==> config.mk <==
export PLATFORM = sky130hd
export DESIGN_NAME = dtf_formatter
export DESIGN_NICKNAME = d
export VERILOG_FILES = /design/src/rtl/dtf_pkg.sv /design/src/rtl/dtf_formatter.sv
export VERILOG_INCLUDE_DIRS = /design/src /design/src/rtl
export SDC_FILE = /design/constraint.sdc
export NUM_CORES = 1
export LEC_CHECK = 0
export ABC_AREA = 1
export BUFFER_PORTS_ARGS = -buffer_cell sky130_fd_sc_hd__buf_2
export CAP_MARGIN = 15
export CELL_PAD_IN_SITES_DETAIL_PLACEMENT = 2
export CELL_PAD_IN_SITES_GLOBAL_PLACEMENT = 2
export CORE_MARGIN = 1.5
export CORE_UTILIZATION = 35
export DETAILED_ROUTE_END_ITERATION = 7
export PLACE_DENSITY = 0.77
export REMOVE_ABC_BUFFERS = 1
export SETUP_SLACK_MARGIN = 0.4
export SLEW_MARGIN = 25
export SYNTH_ARGS = -nofsm -noshare
export SYNTH_HDL_FRONTEND = slang
export SYNTH_SLANG_ARGS = --single-unit
==> constraint.sdc <==
create_clock -name REF_CLK -period 14.7 [get_ports REF_CLK]
set_input_delay 2.205 -clock REF_CLK [delete_from_list [all_inputs] [get_ports REF_CLK]]
set_output_delay 2.205 -clock REF_CLK [all_outputs]
set_load 0.01 [all_outputs]
==> src/rtl/dtf_consts.svh <==
// Purpose: Named constants of the disk track formatter
// Assumes: Included by bare name wherever needed
// Notes: Counts are bytes on the track
`ifndef DTF_CONSTS_SVH
`define DTF_CONSTS_SVH
// ****************************************
// Register byte offsets
// ****************************************
`define DTF_A_CTRL 8'h00
`define DTF_A_STAT 8'h04
`define DTF_A_TRKA 8'h08
`define DTF_A_TRKB 8'h0c
`define DTF_A_BUFL 8'h10
`define DTF_A_IDW 8'h14
// ****************************************
// Control and status bits
// ****************************************
`define DTF_C_INIT 0
`define DTF_C_START 1
`define DTF_C_DD 2
`define DTF_C_HARD 3
`define DTF_C_HSEC 4
`define DTF_S_DONE 2
// ****************************************
// Byte patterns
// ****************************************
`define DTF_FF 8'hff
`define DTF_ZERO 8'h00
`define DTF_GAP_DD 8'h4e
`define DTF_IMK_FM 8'hfc
`define DTF_IMK_FM_CLK 8'hd7
`define DTF_IDMK_FM 8'hfe
`define DTF_DMK_FM 8'hfb
`define DTF_MK_FM_CLK 8'hc7
`define DTF_IMK_DD 8'hc2
`define DTF_MK_DD 8'ha1
`define DTF_FLG_IDX 8'hfc
`define DTF_FLG_ID 8'hfe
`define DTF_FLG_DAT 8'hfb
`define DTF_SUP34 8'hf7
`define DTF_SUP45 8'hef
`define DTF_CRC_INIT 16'hffff
`define DTF_CRC_POLY 16'h1021
`define DTF_SEC_BASE 16'h0080
// ****************************************
// Built-in field counts
// ****************************************
`define DTF_PREG_FM 16'd40
`define DTF_PREG_DD 16'd80
`define DTF_SYNC_FM 16'd6
`define DTF_SYNC_DD 16'd12
`define DTF_MKS_FM 16'd1
`define DTF_MKS_DD 16'd3
`define DTF_PIG_FM 16'd26
`define DTF_PIG_DD 16'd50
`define DTF_PIG_HD 16'd20
`define DTF_PIDG_FM 16'd11
`define DTF_PIDG_DD 16'd22
`define DTF_PIDG_HD 16'd3
`define DTF_IDB_FL 16'd4
`define DTF_IDB_HD 16'd5
`define DTF_CRC_LEN 16'd2
`define DTF_ONE 16'd1
`endif

==> src/rtl/dtf_pkg.sv <==
// Purpose: Types of the disk track formatter
// Assumes: Used with scoped names only
// Notes: Gray codes follow the track order
package dtf_pkg;
    typedef enum logic [4:0] {
        ST_UNINIT = 5'h00, ST_IDLE = 5'h01, ST_WAIT_IDX = 5'h03,
        ST_PREG = 5'h02, ST_ISYNC = 5'h06, ST_IMARK = 5'h07,
        ST_IFLAG = 5'h05, ST_POSTIG = 5'h04, ST_WAIT_SEC = 5'h0c,
        ST_SYNC = 5'h0d, ST_IDMK = 5'h0f, ST_IDFLG = 5'h0e,
        ST_IDB = 5'h0a, ST_ICRC = 5'h0b, ST_PIDG = 5'h09,
        ST_DSYNC = 5'h08, ST_DMK = 5'h18, ST_DFLG = 5'h19,
        ST_FILL = 5'h1b, ST_DCRC = 5'h1a, ST_PDG = 5'h1e,
        ST_TAIL = 5'h1f
    } dtf_state_e;
endpackage : dtf_pkg

==> src/rtl/dtf_formatter.sv <==
// Purpose: Track format writer with APB registers
// Assumes: Drive pins are asynchronous to REF_CLK
// Notes: One byte is written per rising edge of BYTE_REQ
`timescale 1ns/1ps
`default_nettype none
`include "dtf_consts.svh"
// Summary of operation
// - Single-density marks carry own clock; others FF
// - Double-density index mark drops clock 3-4
// - Double-density ID/data marks drop clock 4-5
// - Format runs index edge to index edge
// - Buffer length ends the sectors; tail gap then runs to the index
// - Sector holds 128 times 2^n bytes
// - Sync, mark and gap counts built in, except the host-loaded post-data gap
// - Format words: length code high, fill low
// - One, three or one marks by format
// - Hard-sectored waits sector pulse each sector
// - Double density: flag byte follows marks
// - ID and data subfields: marks, bytes, generated check pattern
// - One index subfield before first sector, none when hard-sectored
// - No commands before reset and host setup
// - Reset clears state, write pins released
// - Sequencer idles until host initialization
module dtf_formatter (
    input wire logic REF_CLK,
    input wire logic SYS_RST,
    input wire logic PSEL,
    input wire logic PENABLE,
    input wire logic PWRITE,
    input wire logic [7:0] PADDR,
    input wire logic [31:0] PWDATA,
    output logic [31:0] PRDATA,
    output logic PREADY,
    output logic PSLVERR,
    input wire logic INDEX_PULSE,
    input wire logic SECTOR_PULSE,
    input wire logic BYTE_REQ,
    output logic [7:0] WR_DATA,
    output logic [7:0] WR_CLK,
    output logic WR_STROBE,
    output logic WR_OE
);
    // ****************************************
    // Registers and APB decode
    // ****************************************
    logic [4:0] ctrl;
    logic done;
    logic [31:0] trka, trkb, idw;
    logic [15:0] bufl;
    wire acc = PSEL & PENABLE;
    wire wr = acc & PWRITE;
    wire hit_ctrl = PADDR == `DTF_A_CTRL;
    wire hit_stat = PADDR == `DTF_A_STAT;
    wire hit_trka = PADDR == `DTF_A_TRKA;
    wire hit_trkb = PADDR == `DTF_A_TRKB;
    wire hit_bufl = PADDR == `DTF_A_BUFL;
    wire hit_idw = PADDR == `DTF_A_IDW;
    wire mapped = hit_ctrl | hit_stat | hit_trka | hit_trkb | hit_bufl | hit_idw;
    wire start_cmd = wr & hit_ctrl & PWDATA[`DTF_C_START];
    assign PREADY = 1'b1;
    assign PSLVERR = acc & ~mapped;
    dtf_pkg::dtf_state_e state, next_state;
    logic [15:0] cnt, sec_cnt;
    logic [31:0] rd_mux;
    assign rd_mux = hit_ctrl ? {27'h0, ctrl[4:2], 1'b0, ctrl[0]} :
                    hit_stat ? {sec_cnt, 3'h0, state, 5'h0, done,
                                state != dtf_pkg::ST_IDLE && state != dtf_pkg::ST_UNINIT, ctrl[0]} :
                    hit_trka ? trka : hit_trkb ? trkb :
                    hit_bufl ? {16'h0, bufl} : hit_idw ? idw : 32'h0;
    // Read data captured in setup, so access never waits
    always_ff @(posedge REF_CLK or posedge SYS_RST)
        if (SYS_RST)
            PRDATA <= 32'h0;
        else if (PSEL & ~PENABLE & ~PWRITE)
            PRDATA <= rd_mux;
    // Host writes; every register clears on reset
    always_ff @(posedge REF_CLK or posedge SYS_RST)
        if (SYS_RST)
        begin
            ctrl <= 5'h0;
            trka <= 32'h0;
            trkb <= 32'h0;
            bufl <= 16'h0;
            idw <= 32'h0;
        end
        else if (wr)
        begin
            if (hit_ctrl) ctrl <= {PWDATA[4:2], 1'b0, PWDATA[0]};
            if (hit_trka) trka <= PWDATA;
            if (hit_trkb) trkb <= PWDATA;
            if (hit_bufl) bufl <= PWDATA[15:0];
            if (hit_idw) idw <= PWDATA;
        end
    // ****************************************
    // Pin synchronisers
    // ****************************************
    logic [2:0] s1, s2, s3;
    // Third stage only feeds the edge detectors
    always_ff @(posedge REF_CLK or posedge SYS_RST)
        if (SYS_RST)
        begin
            s1 <= 3'h0;
            s2 <= 3'h0;
            s3 <= 3'h0;
        end
        else
        begin
            s1 <= {BYTE_REQ, SECTOR_PULSE, INDEX_PULSE};
            s2 <= s1;
            s3 <= s2;
        end
    wire idx_rise = s2[0] & ~s3[0];
    wire sec_rise = s2[1] & ~s3[1];
    wire tick = s2[2] & ~s3[2];
    // ****************************************
    // Working copy of the format fields
    // ****************************************
    logic w_dd, w_hard, w_hsec;
    logic [7:0] w_n4, w_code, w_fill;
    logic [15:0] w_bufl;
    logic [31:0] w_id;
    wire fm = ~w_dd;
    wire one_mark = fm | w_hard;
    wire [15:0] sec_len = `DTF_SEC_BASE << w_code[2:0];
    // latch fields once, on the accepted start
    // unused gap words are never copied
    always_ff @(posedge REF_CLK or posedge SYS_RST)
        if (SYS_RST)
        begin
            {w_dd, w_hard, w_hsec} <= 3'h0;
            {w_n4, w_code, w_fill} <= 24'h0;
            w_bufl <= 16'h0;
            w_id <= 32'h0;
        end
        else if (state == dtf_pkg::ST_IDLE && start_cmd)
        begin
            w_dd <= PWDATA[`DTF_C_DD] | PWDATA[`DTF_C_HARD];
            w_hard <= PWDATA[`DTF_C_HARD];
            w_hsec <= PWDATA[`DTF_C_HARD] & PWDATA[`DTF_C_HSEC];
            // upper word of TRKB is N4/N5, lower code/fill
            w_n4 <= trkb[31:24];
            w_code <= trkb[15:8];
            w_fill <= trkb[7:0];
            w_bufl <= bufl;
            w_id <= idw;
        end
    // ****************************************
    // Segment table
    // ****************************************
    logic [15:0] seg_len;
    logic [7:0] seg_data, seg_clk, gap, id_byte;
    dtf_pkg::dtf_state_e seg_next;
    logic [15:0] crc;
    logic [2:0] id_ix;
    wire sec_end = sec_cnt + `DTF_ONE >= w_bufl;
    wire after_gap = w_hsec;
    assign gap = fm ? `DTF_FF : `DTF_GAP_DD;
    assign id_ix = w_hard ? cnt[2:0] : cnt[2:0] + 3'h1;
    // Sector numbers count up from the first one given
    always_comb
        case (id_ix)
            3'h0: id_byte = w_id[15:8];
            3'h1: id_byte = w_id[7:0];
            3'h2: id_byte = w_id[23:16];
            3'h3: id_byte = w_id[31:24] + sec_cnt[7:0];
            default: id_byte = w_code;
        endcase
    always_comb
    begin
        seg_len = `DTF_ONE;
        seg_data = gap;
        seg_clk = `DTF_FF;
        seg_next = dtf_pkg::ST_IDLE;
        case (state)
            dtf_pkg::ST_PREG:
            begin
                seg_len = fm ? `DTF_PREG_FM : `DTF_PREG_DD;
                seg_next = dtf_pkg::ST_ISYNC;
            end
            dtf_pkg::ST_ISYNC:
            begin
                seg_len = fm ? `DTF_SYNC_FM : `DTF_SYNC_DD;
                seg_data = `DTF_ZERO;
                seg_next = dtf_pkg::ST_IMARK;
            end
            dtf_pkg::ST_IMARK:
            begin
                seg_len = fm ? `DTF_MKS_FM : `DTF_MKS_DD;
                seg_data = fm ? `DTF_IMK_FM : `DTF_IMK_DD;
                seg_clk = fm ? `DTF_IMK_FM_CLK : `DTF_SUP34;
                seg_next = fm ? dtf_pkg::ST_POSTIG : dtf_pkg::ST_IFLAG;
            end
            dtf_pkg::ST_IFLAG:
            begin
                seg_data = `DTF_FLG_IDX;
                seg_next = dtf_pkg::ST_POSTIG;
            end
            dtf_pkg::ST_POSTIG:
            begin
                seg_len = w_hard ? `DTF_PIG_HD : fm ? `DTF_PIG_FM : `DTF_PIG_DD;
                seg_next = after_gap ? dtf_pkg::ST_WAIT_SEC : dtf_pkg::ST_SYNC;
            end
            dtf_pkg::ST_SYNC, dtf_pkg::ST_DSYNC:
            begin
                seg_len = fm ? `DTF_SYNC_FM : `DTF_SYNC_DD;
                seg_data = `DTF_ZERO;
                seg_next = state == dtf_pkg::ST_SYNC ? dtf_pkg::ST_IDMK : dtf_pkg::ST_DMK;
            end
            dtf_pkg::ST_IDMK, dtf_pkg::ST_DMK:
            begin
                seg_len = one_mark ? `DTF_MKS_FM : `DTF_MKS_DD;
                seg_data = !fm ? `DTF_MK_DD : state == dtf_pkg::ST_IDMK ? `DTF_IDMK_FM : `DTF_DMK_FM;
                seg_clk = fm ? `DTF_MK_FM_CLK : `DTF_SUP45;
                seg_next = state == dtf_pkg::ST_IDMK ? (fm ? dtf_pkg::ST_IDB : dtf_pkg::ST_IDFLG)
                                                     : (fm ? dtf_pkg::ST_FILL : dtf_pkg::ST_DFLG);
            end
            dtf_pkg::ST_IDFLG:
            begin
                seg_data = `DTF_FLG_ID;
                seg_next = dtf_pkg::ST_IDB;
            end
            dtf_pkg::ST_IDB:
            begin
                seg_len = w_hard ? `DTF_IDB_HD : `DTF_IDB_FL;
                seg_data = id_byte;
                seg_next = dtf_pkg::ST_ICRC;
            end
            dtf_pkg::ST_ICRC, dtf_pkg::ST_DCRC:
            begin
                seg_len = `DTF_CRC_LEN;
                seg_data = cnt[0] ? crc[7:0] : crc[15:8];
                seg_next = state == dtf_pkg::ST_ICRC ? dtf_pkg::ST_PIDG : dtf_pkg::ST_PDG;
            end
            dtf_pkg::ST_PIDG:
            begin
                seg_len = w_hard ? `DTF_PIDG_HD : fm ? `DTF_PIDG_FM : `DTF_PIDG_DD;
                seg_data = w_hard ? `DTF_ZERO : gap;
                seg_next = dtf_pkg::ST_DSYNC;
            end
            dtf_pkg::ST_DFLG:
            begin
                seg_data = `DTF_FLG_DAT;
                seg_next = dtf_pkg::ST_FILL;
            end
            // data part is fill bytes of full sector size
            dtf_pkg::ST_FILL:
            begin
                seg_len = sec_len;
                seg_data = w_fill;
                seg_next = dtf_pkg::ST_DCRC;
            end
            // gap length is whatever the host loaded
            dtf_pkg::ST_PDG:
            begin
                seg_len = {8'h0, w_n4};
                seg_next = sec_end ? dtf_pkg::ST_TAIL :
                           after_gap ? dtf_pkg::ST_WAIT_SEC : dtf_pkg::ST_SYNC;
            end
            dtf_pkg::ST_TAIL:
            begin
                seg_len = 16'hffff;
                seg_next = dtf_pkg::ST_TAIL;
            end
            default: seg_next = dtf_pkg::ST_IDLE;
        endcase
    end
    // ****************************************
    // Sequencer
    // ****************************************
    wire parked = state == dtf_pkg::ST_UNINIT || state == dtf_pkg::ST_IDLE ||
                  state == dtf_pkg::ST_WAIT_IDX || state == dtf_pkg::ST_WAIT_SEC;
    wire run = state != dtf_pkg::ST_UNINIT && state != dtf_pkg::ST_IDLE &&
               state != dtf_pkg::ST_WAIT_IDX;
    wire emit = tick & ~parked;
    wire last = cnt + `DTF_ONE >= seg_len;
    // commands wait for init; track order
    always_comb
    begin
        next_state = state;
        case (state)
            dtf_pkg::ST_UNINIT: if (ctrl[`DTF_C_INIT]) next_state = dtf_pkg::ST_IDLE;
            dtf_pkg::ST_IDLE: if (start_cmd) next_state = dtf_pkg::ST_WAIT_IDX;
            dtf_pkg::ST_WAIT_IDX:
                if (idx_rise) next_state = w_hard ? dtf_pkg::ST_POSTIG : dtf_pkg::ST_PREG;
            dtf_pkg::ST_WAIT_SEC:
                if (idx_rise) next_state = dtf_pkg::ST_IDLE;
                else if (sec_rise) next_state = dtf_pkg::ST_SYNC;
            default:
                if (idx_rise) next_state = dtf_pkg::ST_IDLE;
                else if (emit && last) next_state = seg_next;
        endcase
    end
    // Byte counter restarts on every segment change
    always_ff @(posedge REF_CLK or posedge SYS_RST)
        if (SYS_RST)
        begin
            state <= dtf_pkg::ST_UNINIT;
            cnt <= 16'h0;
        end
        else
        begin
            state <= next_state;
            cnt <= next_state != state ? 16'h0 : emit ? cnt + `DTF_ONE : cnt;
        end
    // sectors counted against the buffer length
    always_ff @(posedge REF_CLK or posedge SYS_RST)
        if (SYS_RST)
            sec_cnt <= 16'h0;
        else if (state == dtf_pkg::ST_WAIT_IDX)
            sec_cnt <= 16'h0;
        else if (state == dtf_pkg::ST_PDG && emit && last)
            sec_cnt <= sec_cnt + `DTF_ONE;
    // Done is sticky; a new end beats a host clear
    always_ff @(posedge REF_CLK or posedge SYS_RST)
        if (SYS_RST)
            done <= 1'b0;
        else if (run && idx_rise)
            done <= 1'b1;
        else if (wr && hit_stat && PWDATA[`DTF_S_DONE])
            done <= 1'b0;
    // ****************************************
    // Check pattern and byte output
    // ****************************************
    function automatic logic [15:0] dtf_crc_byte(input logic [15:0] c, input logic [7:0] d);
        logic [15:0] r;
        r = c;
        for (int i = 7; i >= 0; i--)
            r = {r[14:0], 1'b0} ^ ((r[15] ^ d[i]) ? `DTF_CRC_POLY : 16'h0);
        return r;
    endfunction : dtf_crc_byte
    wire crc_clr = state == dtf_pkg::ST_SYNC || state == dtf_pkg::ST_DSYNC;
    wire crc_on = state inside {dtf_pkg::ST_IDMK, dtf_pkg::ST_IDFLG, dtf_pkg::ST_IDB,
                                dtf_pkg::ST_DMK, dtf_pkg::ST_DFLG, dtf_pkg::ST_FILL};
    // check covers marks, flag and bytes of a subfield
    always_ff @(posedge REF_CLK or posedge SYS_RST)
        if (SYS_RST)
            crc <= `DTF_CRC_INIT;
        else if (crc_clr)
            crc <= `DTF_CRC_INIT;
        else if (emit && crc_on)
            crc <= dtf_crc_byte(crc, seg_data);
    dtf_pkg::dtf_state_e out_st;
    always_ff @(posedge REF_CLK or posedge SYS_RST)
        if (SYS_RST)
        begin
            WR_DATA <= 8'h0;
            WR_CLK <= 8'h0;
            WR_STROBE <= 1'b0;
            WR_OE <= 1'b0;
            out_st <= dtf_pkg::ST_UNINIT;
        end
        else
        begin
            WR_STROBE <= emit;
            WR_OE <= run && !(idx_rise && next_state == dtf_pkg::ST_IDLE);
            if (emit)
            begin
                WR_DATA <= seg_data;
                WR_CLK <= seg_clk;
                out_st <= state;
            end
        end
endmodule : dtf_formatter
`default_nettype wire

==> results by stage, run 1 <==
Detailed routing:
- The number of design rule violations left after detail routing is 0.
- Before antenna repair, the detailed router went through 5 iterations.
- The total number of vias is 14.7k.
- The detail route stage leaves a number of antenna-violating nets equal to 0.
- The ratio of routed vias to standard cells is 5.32.
- The number of DRC markers after the initial detailed-route iteration is 677.
- The detail-routed net length per standard cell is 21.7 um.
- The routed design has 60200 um of wire.

Clock network:
- The H-tree generated during clock tree synthesis spans 2 levels.
- The post-cts resize count is 0.
- The clock tree from TritonCTS is done.
- In this run the post-CTS setup repair buffer count came out at 0.
- The clock slew at the register clock pins of the worst setup and hold paths is 0.06 ns.
- The number of buffers inserted for hold repair after clock tree synthesis is 0.
- CTS saw 300 sinks.
- The number of CTS-inserted buffers is 38.
- The number of buffers on the longest clock path is 3.
- The cell at the root of the clock tree is sky130_fd_sc_hd__clkbuf_16.
- The clock network latency to the later pin of the worst-skew pair is 0.56 ns.

Global routing:
- Entering global routing, the biggest net connects 101 pins.
- The initial antenna violation count was 1.
- The via count of the first global-routing pass came to 16.3k.
- The total congestion overflow after global routing is 0.
- The total global-route track usage is 26.4%.
- The first global-routing pass estimated 95800 um of wire.

Layout:
- The top cell types in the final layout, fill and taps aside, are 569 x sky130_fd_sc_hd__nand2_1, 286 x sky130_fd_sc_hd__o21ai_0, 284 x sky130_fd_sc_hd__dfrtp_1.
- Leaving out fill and tap cells, the most frequent cell in the layout is sky130_fd_sc_hd__nand2_1.
- The area overhead of the layout relative to synthesis is 13.6%.
- Of the cells placed in the final design, the portion with a size suffix greater than 1 is 11.4%.
- The count of antenna diodes in the layout is 0.
- The net count of the finished layout is 2231.
- The count of fill cells added during filler insertion is 5256.
- The multi-input combinational cells in the finished layout cover a total of 7070 um^2.
- The storage element area is 7530 um^2.

Logic synthesis:
- Summed over all instances, the cell type with the most area after synthesis is sky130_fd_sc_hd__dfrtp_1.
- The number of enable-type register cells in the synthesized netlist is 0.
- For this run, the number of Yosys warnings is 0.
- Summing every instance area after synthesis gives 16000 um^2.
- The mean area per synthesized cell is 7.71 um^2.
- After synthesis, the share of flip-flops with an asynchronous set or reset is 100%.
- The synthesized flop and latch total is 300.
- The most common flop cell mapped by yosys is sky130_fd_sc_hd__dfrtp_1.
- The number of distinct library cells after synthesis is 54.
- After synthesis, flip-flops and latches occupy 47.1% of the total area.
- Counting every instance in the synthesized netlist gives 2072.
- The area share of the largest cell type after synthesis is 44.5%.
- By area the synthesized netlist is led by sky130_fd_sc_hd__dfrtp_1 44%, sky130_fd_sc_hd__nand2_1 13%, sky130_fd_sc_hd__o21ai_0 9.0%, sky130_fd_sc_hd__inv_1 5.9%, sky130_fd_sc_hd__nand3_1 3.7%.

Die:
- The die is 217 um wide.
- In this run the count of I/O pins placed on the die edge is 100.
- The region available for standard cell placement spans 45200 um^2.
- The total number of placement rows is 78.
- The vertical extent of the die is 217 um.
- Once the floorplan was initialized, standard cells occupied 35.4% of the core.
- The area of the die is 46900 um^2.

STA:
- The number of pins with negative max-slew slack in the final report is 0.
- The worst clock skew on the final layout is 0.0238 ns.
- The worst-case headroom to the max-slew limit is 33.7%.
- Setup violations remaining at the end of the flow were counted as 0.
- The final hold violation count is 0.
- The smallest setup slack after layout is 8.18 ns.
- Setup repair after global routing left no endpoint under its margin.
- The smallest clock period supported by the final layout is computed as 6.52 ns.
- The final period utilization is 44.4%.
- In the final timing run, aggregate negative setup slack is 0 ns.
- For the pin with the worst max-slew slack, the measured transition is 0.992 ns.
- The achievable clock frequency is 0.153 GHz.

Setup path:
- The worst-case register-to-register setup slack is 9.75 ns.
- For the worst flop-to-flop path, the logic depth is 23.
- STA puts the critical path data required time at 12.49 ns.
- The type of element launching the critical path is a primary input.
- The launch point of the worst reg-to-reg path is sec_cnt[1].
- The most critical setup path has its startpoint at PADDR[1].
- The category of the critical setup timing path is in -> out.
- The endpoint of the worst setup timing path is PSLVERR.
- At the worst endpoint, the arrival time is 4.31 ns.
- The kind of end point of the critical path is an output port.
- In this run the critical register-to-register path is captured at cnt[12].
- The peak fanout along the critical path is 18.

Place:
- Routability-driven placement finished with a final weighted congestion of 0.923.
- The worst-case setup slack after placement is 8.15 ns.
- The wire-length estimate of the detail-placed layout is 44100 um.
- The number of buffer cells added on primary ports is 98.

Job:
- Across the run, the number of max-cap violations was 0.

Worst hold path:
- The class of the worst hold path is reg -> reg.

Status:
- The run finished with clean final reports.

Power:
- In this run the power density over the cells is 122 nW/um^2.
- The leakage power summed over all cells is 0.00909 uW.
- The peak supply drop is 0.0846 mV.
-- critical path: stages --
cell,delay [ns]
sky130_fd_sc_hd__buf_2,0.08
sky130_fd_sc_hd__nor2_1,0.04
sky130_fd_sc_hd__inv_1,0.08
sky130_fd_sc_hd__nor2_1,0.04
sky130_fd_sc_hd__inv_1,0.15
sky130_fd_sc_hd__nor2_1,0.06
sky130_fd_sc_hd__nand2_1,0.62
sky130_fd_sc_hd__inv_1,0.19
sky130_fd_sc_hd__a21oi_1,0.17
sky130_fd_sc_hd__buf_4,0.28
sky130_fd_sc_hd__nand3_1,0.15
sky130_fd_sc_hd__nor2_1,0.12
sky130_fd_sc_hd__buf_2,0.13
-- cell usage after synthesis, types with 3 or more instances --
cell / count
sky130_fd_sc_hd__or2_2: 4
sky130_fd_sc_hd__o22ai_1: 22
sky130_fd_sc_hd__nand2_2: 6
sky130_fd_sc_hd__ha_1: 41
sky130_fd_sc_hd__a21o_1: 3
sky130_fd_sc_hd__clkbuf_1: 67
sky130_fd_sc_hd__nand3_2: 3
sky130_fd_sc_hd__nand2_1: 572
sky130_fd_sc_hd__nand3_1: 117
sky130_fd_sc_hd__nand3b_1: 4
sky130_fd_sc_hd__o31ai_1: 3
sky130_fd_sc_hd__o2111ai_1: 3
sky130_fd_sc_hd__dfstp_2: 16
sky130_fd_sc_hd__clkinv_1: 3
sky130_fd_sc_hd__inv_2: 14
sky130_fd_sc_hd__a21oi_1: 66
sky130_fd_sc_hd__o211ai_1: 19
sky130_fd_sc_hd__o21ai_0: 286
sky130_fd_sc_hd__a2bb2oi_1: 4
sky130_fd_sc_hd__a2111oi_0: 3
sky130_fd_sc_hd__or2_1: 4
sky130_fd_sc_hd__a211oi_1: 6
sky130_fd_sc_hd__nor3_1: 23
sky130_fd_sc_hd__xor2_1: 17
sky130_fd_sc_hd__nor2_4: 3
sky130_fd_sc_hd__buf_6: 3
sky130_fd_sc_hd__dfrtp_1: 284
sky130_fd_sc_hd__o221ai_1: 15
sky130_fd_sc_hd__nor3_2: 10
sky130_fd_sc_hd__nor2_1: 135
sky130_fd_sc_hd__buf_2: 4
sky130_fd_sc_hd__inv_1: 253
sky130_fd_sc_hd__o21bai_1: 5
sky130_fd_sc_hd__nand4_1: 19
sky130_fd_sc_hd__nor2_2: 3
sky130_fd_sc_hd__buf_4: 9
-- per-layer routing --
layer	wire length (um)	GRT usage, %	vias up
met3	1840	3.06	74
met1	26700	34.2	7548
met4	1410	7.29	0
met2	30200	46.4	229
met5	0	0	-
li1	-	-	6868
-- through the flow --
stage | hold WS (ns) | total power, uW | utilization [%] | std cells | cell area, um^2
after floorplan | 0.331 | 1180 | - | 1987 | 15600
after global placement | 0.334 | 1300 | 37.6 | 2701 | 17000
after detailed placement | 0.344 | 1320 | 37.6 | 2701 | 17000
after CTS | 0.358 | 2240 | 40.2 | 2767 | 18200
after global routing | 0.369 | 2320 | 40.2 | 2767 | 18200
final | 0.356 | 2210 | 40.2 | 2767 | 18200
-- state kept, by name, indices dropped and copies added (netlist names), 8 cells and up --
signal	flops
w_fill	8
w_code	8
w_bufl	16
w_id	32
trkb	32
PRDATA	32
cnt	16
w_n4	8
sec_cnt	16
trka	32
bufl	16
crc	16
WR_DATA	8
idw	32
-- report_power, final --
group          internal, uW  switching (uW)
Combinational           113             263
Clock                   518             383
Sequential              887            43.8
-- how the worst min path moves through the flow --
stage / start / to / depth (start not counted)
detailed placement: s1[0] / s2[0] / 0
global route: s1[0] / s2[0] / 0
CTS: s1[0] / s2[0] / 0
global placement: s1[1] / s2[1] / 0
floorplan: s1[0] / s2[0] / 0
finish: s1[2] / s2[2] / 0
-- kinds of logic after synthesis --
kind of cell,count (synthesis),share of synthesized area (%)
AND/OR/NAND/NOR,911,24.3
buffers and inverters,355,8.72
flip-flops,300,47.1
multiplexers,1,0.0626
other,1,0.0235
adder cells (fa/ha/maj),42,3.34
AO/OA/AOI/OAI,444,15.4
XOR/XNOR,18,0.987
-- area by class of cell --
cell class | count | area share (%)
timing repair buffer | 114 | 3.36
tap | 600 | 4.13
clock inverter | 14 | 0.510
multi-input combinational | 1417 | 39.0
inverter | 270 | 5.62
sequential | 300 | 41.4
clock buffer | 52 | 5.97
Note: power is estimated with default switching activity, not from simulation.
==> inputs of run 2 (changes only) <==
==> constraint.sdc (replaced) <==
create_clock -name REF_CLK -period 6.4 [get_ports REF_CLK]
set_input_delay 0.96 -clock REF_CLK [delete_from_list [all_inputs] [get_ports REF_CLK]]
set_output_delay 0.96 -clock REF_CLK [all_outputs]
set_load 0.01 [all_outputs]
==> results by stage, run 2 (same netlist as run 1, synthesis figures left out) <==
Layout:
- The share of post-route cells with drive strength above 1 is 11.2% (-0.13 points).
- The area overhead of the layout relative to synthesis is 14.6%.
- The final core utilization was 40.5% (+0.34 points).
- The final net count is 2230 (-0.045%).
- The number of cells in the finished layout apart from fillers came to 2765 (-0.072%).
- The count of antenna diodes in the layout came to 0 (unchanged).
- The library cells used most frequently in the layout, excluding fill and tap cells, are 569 x sky130_fd_sc_hd__nand2_1, 286 x sky130_fd_sc_hd__o21ai_0, 284 x sky130_fd_sc_hd__dfrtp_1.
- The area of the multi-input gates is 7080 um^2 (about the same).
- The most frequent standard cell in the layout excluding fill and tap cells is sky130_fd_sc_hd__nand2_1.
- The count of fill cells added during filler insertion is 5249 (-0.13%).
- The storage element area came to 7530 um^2 (unchanged).

Setup path:
- The required arrival time at the worst endpoint was 6.85 ns (-5.64 ns).
- In this run the worst setup path begins at sec_cnt[0].
- The worst-case register-to-register setup slack was 1.46 ns (-8.29 ns).
- STA classifies the critical path startpoint as a flip-flop.
- The worst register-to-register path ends at cnt[12].
- The number of cells traversed by the worst register-to-register path is 23 (unchanged).
- The endpoint of the worst setup timing path is cnt[12].
- The peak fanout along the critical path is 16 (-2).
- The kind of end point of the critical path is a flip-flop.
- The category of the critical setup timing path is reg -> reg.
- In this run the critical register-to-register path is launched from sec_cnt[0].
- The data arrival at the endpoint of the critical path was 5.39 ns (+1.08 ns).

Die:
- The vertical extent of the die is 217 um (unchanged).
- The total number of placement rows is 78 (unchanged).
- The floorplan core area came to 45200 um^2 (unchanged).
- The number of top-level pins came to 100 (unchanged).
- The die width was 217 um (unchanged).
- The starting density of the core is 35.4% (unchanged).
- The area of the die came to 46900 um^2 (unchanged).

Power:
- The sequential group share of total power was 40.5% (-1.6 points).
- The overall power of the completed layout came to 5300 uW (+140%).
- The switching share of power is 29.8% (-1.5 points).
- The leakage power summed over all cells came to 0.00915 uW (+0.71%).
- The clock share of power was 43.0% (+2.2 points).
- The combinational power share is 16.5% (-0.5 points).
- The internal portion of total power came to 3720 uW (+150%).
- The total net switching power is 1580 uW (+130%).
- The peak supply drop was 0.211 mV (+150%).
- The power density over the cells is 289 nW/um^2 (+140%).

Place:
- The number of buffer cells added on primary ports is 98 (unchanged).
- The placed instance count came to 2700 (-0.037%).
- The placed wire-length estimate after detailed placement came to 43400 um (-1.7%).
- The weighted congestion at the end of routability-driven global placement is 0.909 (-1.5%).
- The worst-case setup slack after placement is 1.67 ns (-6.49 ns).

Detailed routing:
- The number of DRC markers after the initial detailed-route iteration is 842 (+24%).
- The number of iterations in the first detailed-routing pass is 5 (unchanged).
- The number of design rule violations left after detail routing is 0 (unchanged).
- The total number of vias was 14.7k (+0.16%).
- The ratio of routed vias to standard cells came to 5.33 (+0.23%).
- The detail-routed net length per standard cell was 21.6 um (-0.65%).
- The post-detailed-routing wire length came to 59700 um (-0.72%).
- The number of antenna-violating nets in the routed design came to 0 (unchanged).

STA:
- The final hold violation count is 0 (unchanged).
- Setup repair after global routing left no endpoint under its margin.
- The slew of the pin with the lowest slew margin is 1.07 ns (+0.0793 ns).
- The worst clock skew on the final layout is 0.0132 ns (-0.0106 ns).
- The smallest setup slack after layout is 1.46 ns (-6.72 ns).
- The final-report setup violation count is 0 (unchanged).
- The final critical path time including I/O delays and setup is 4.94 ns.
- The worst-case headroom to the max-slew limit is 28.4% (-5.2 points).
- The achievable clock frequency is 0.202 GHz.
- The worst path uses 77.2% of the clock period.
- The number of pins with negative max-slew slack in the final report is 0 (unchanged).

Clock network:
- The clock slew at the register clock pins of the worst setup and hold paths was 0.06 ns (about the same).
- The tree is rooted in a sky130_fd_sc_hd__clkbuf_16.
- TritonCTS built the clock tree.
- The CTS H-tree depth was 2 (unchanged).
- The clock network latency to the later pin of the worst-skew pair is 0.56 ns (about the same).
- The sink count of the clock tree is 300 (unchanged).
- The number of buffers added for setup after CTS is 0 (unchanged).
- The post-cts resize count came to 0 (unchanged).
- The number of buffers on the longest clock path is 3 (unchanged).
- The number of CTS-inserted buffers is 37 (-2.6%).
- The number of buffers inserted for hold repair after clock tree synthesis was 0 (unchanged).

Global routing:
- The maximum number of pins on one net before global-route repair is 125 (+24%).
- The first-pass GRT wire length is 94100 um (-1.8%).
- The via count of the first global-routing pass is 16.0k (-1.6%).
- The total global-route track usage is 26.0% (-0.46 points).
- The total congestion overflow after global routing is 0 (unchanged).
- The initial antenna violation count is 0 (-1).

Job:
- The number of maximum-capacitance violations is 0 (unchanged).

Worst hold path:
- The class of the worst hold path is reg -> reg.

Status:
- The run finished with clean final reports.
==> run 2: cell types whose count changed in the layout (fill, tap and decap cells not counted), sizes merged <==
cell	change
clkinv	-7
clkbuf	+2
clkinvlp	-2
inv	-1
bufinv	+6
==> run 2: worst min path at each step <==
stage                     start  endpoint  depth (start not counted)
after global placement    s1[0]     s2[0]                          0
after floorplan           s1[0]     s2[0]                          0
after global routing      s1[1]     s2[1]                          0
after CTS                 s1[1]     s2[1]                          0
final                     s1[2]     s2[2]                          0
after detailed placement  s1[1]     s2[1]                          0
==> run 2: area by class of cell <==
| type | instances | share of cell area (%) |
|---|---|---|
| multi-input cells | 1417 | 38.6 |
| clock inverters | 10 | 1.11 |
| well taps | 600 | 4.10 |
| inverters | 270 | 5.57 |
| flip-flops and latches | 300 | 41.1 |
| clock buffers | 54 | 5.96 |
| repair buffers | 114 | 3.51 |
==> run 2: worst max-delay path: stages (launching register included) <==
cell and delay (ns):
sky130_fd_sc_hd__dfrtp_1 0.59, sky130_fd_sc_hd__nand4_1 0.18, sky130_fd_sc_hd__nor2_1 0.20, sky130_fd_sc_hd__nand3_1 0.16
sky130_fd_sc_hd__nor2_1 0.19, sky130_fd_sc_hd__nand3_1 0.15, sky130_fd_sc_hd__nor3_1 0.31, sky130_fd_sc_hd__inv_1 0.10
sky130_fd_sc_hd__nor3_1 0.18, sky130_fd_sc_hd__xor2_1 0.28, sky130_fd_sc_hd__inv_1 0.09, sky130_fd_sc_hd__ha_1 0.30
sky130_fd_sc_hd__nand2_1 0.09, sky130_fd_sc_hd__nor3_1 0.28, sky130_fd_sc_hd__nand3_1 0.12, sky130_fd_sc_hd__nand3_1 0.14
sky130_fd_sc_hd__nand2_1 0.14, sky130_fd_sc_hd__nand2_1 0.15, sky130_fd_sc_hd__nand2_1 0.09, sky130_fd_sc_hd__nand2_1 0.13
sky130_fd_sc_hd__nand3_1 0.11, sky130_fd_sc_hd__nand2_1 0.13, sky130_fd_sc_hd__nand3_2 0.41, sky130_fd_sc_hd__nor3_1 0.31
==> run 2: layer usage <==
layer / track usage, % / vias to the layer above / share of wire [%]
met1: 34.1 / 7558 / 45
met5: 0 / - / 0
li1: - / 6876 / -
met4: 8.22 / 0 / 2.6
met3: 2.62 / 81 / 2.7
met2: 44.8 / 227 / 50
==> run 2: power by group through the flow <==
stage	registers (uW)	clock network, uW	logic [uW]
5_1_grt	2160	2400	985
4_1_cts	2140	2330	884
3_5_place_dp	2170	0	873
6_report	2140	2280	873
3_3_place_gp	2170	0	835
2_1_floorplan	2160	0	547
==> run 2: per-stage QoR <==
step	hold WS [ns]	TNS, ns	instance area, um^2
after floorplan	0.331	-809.00	15600
after global placement	0.343	0	17000
after detailed placement	0.336	0	17000
after CTS	0.359	0	18300
after global routing	0.372	0	18300
final	0.354	0	18300
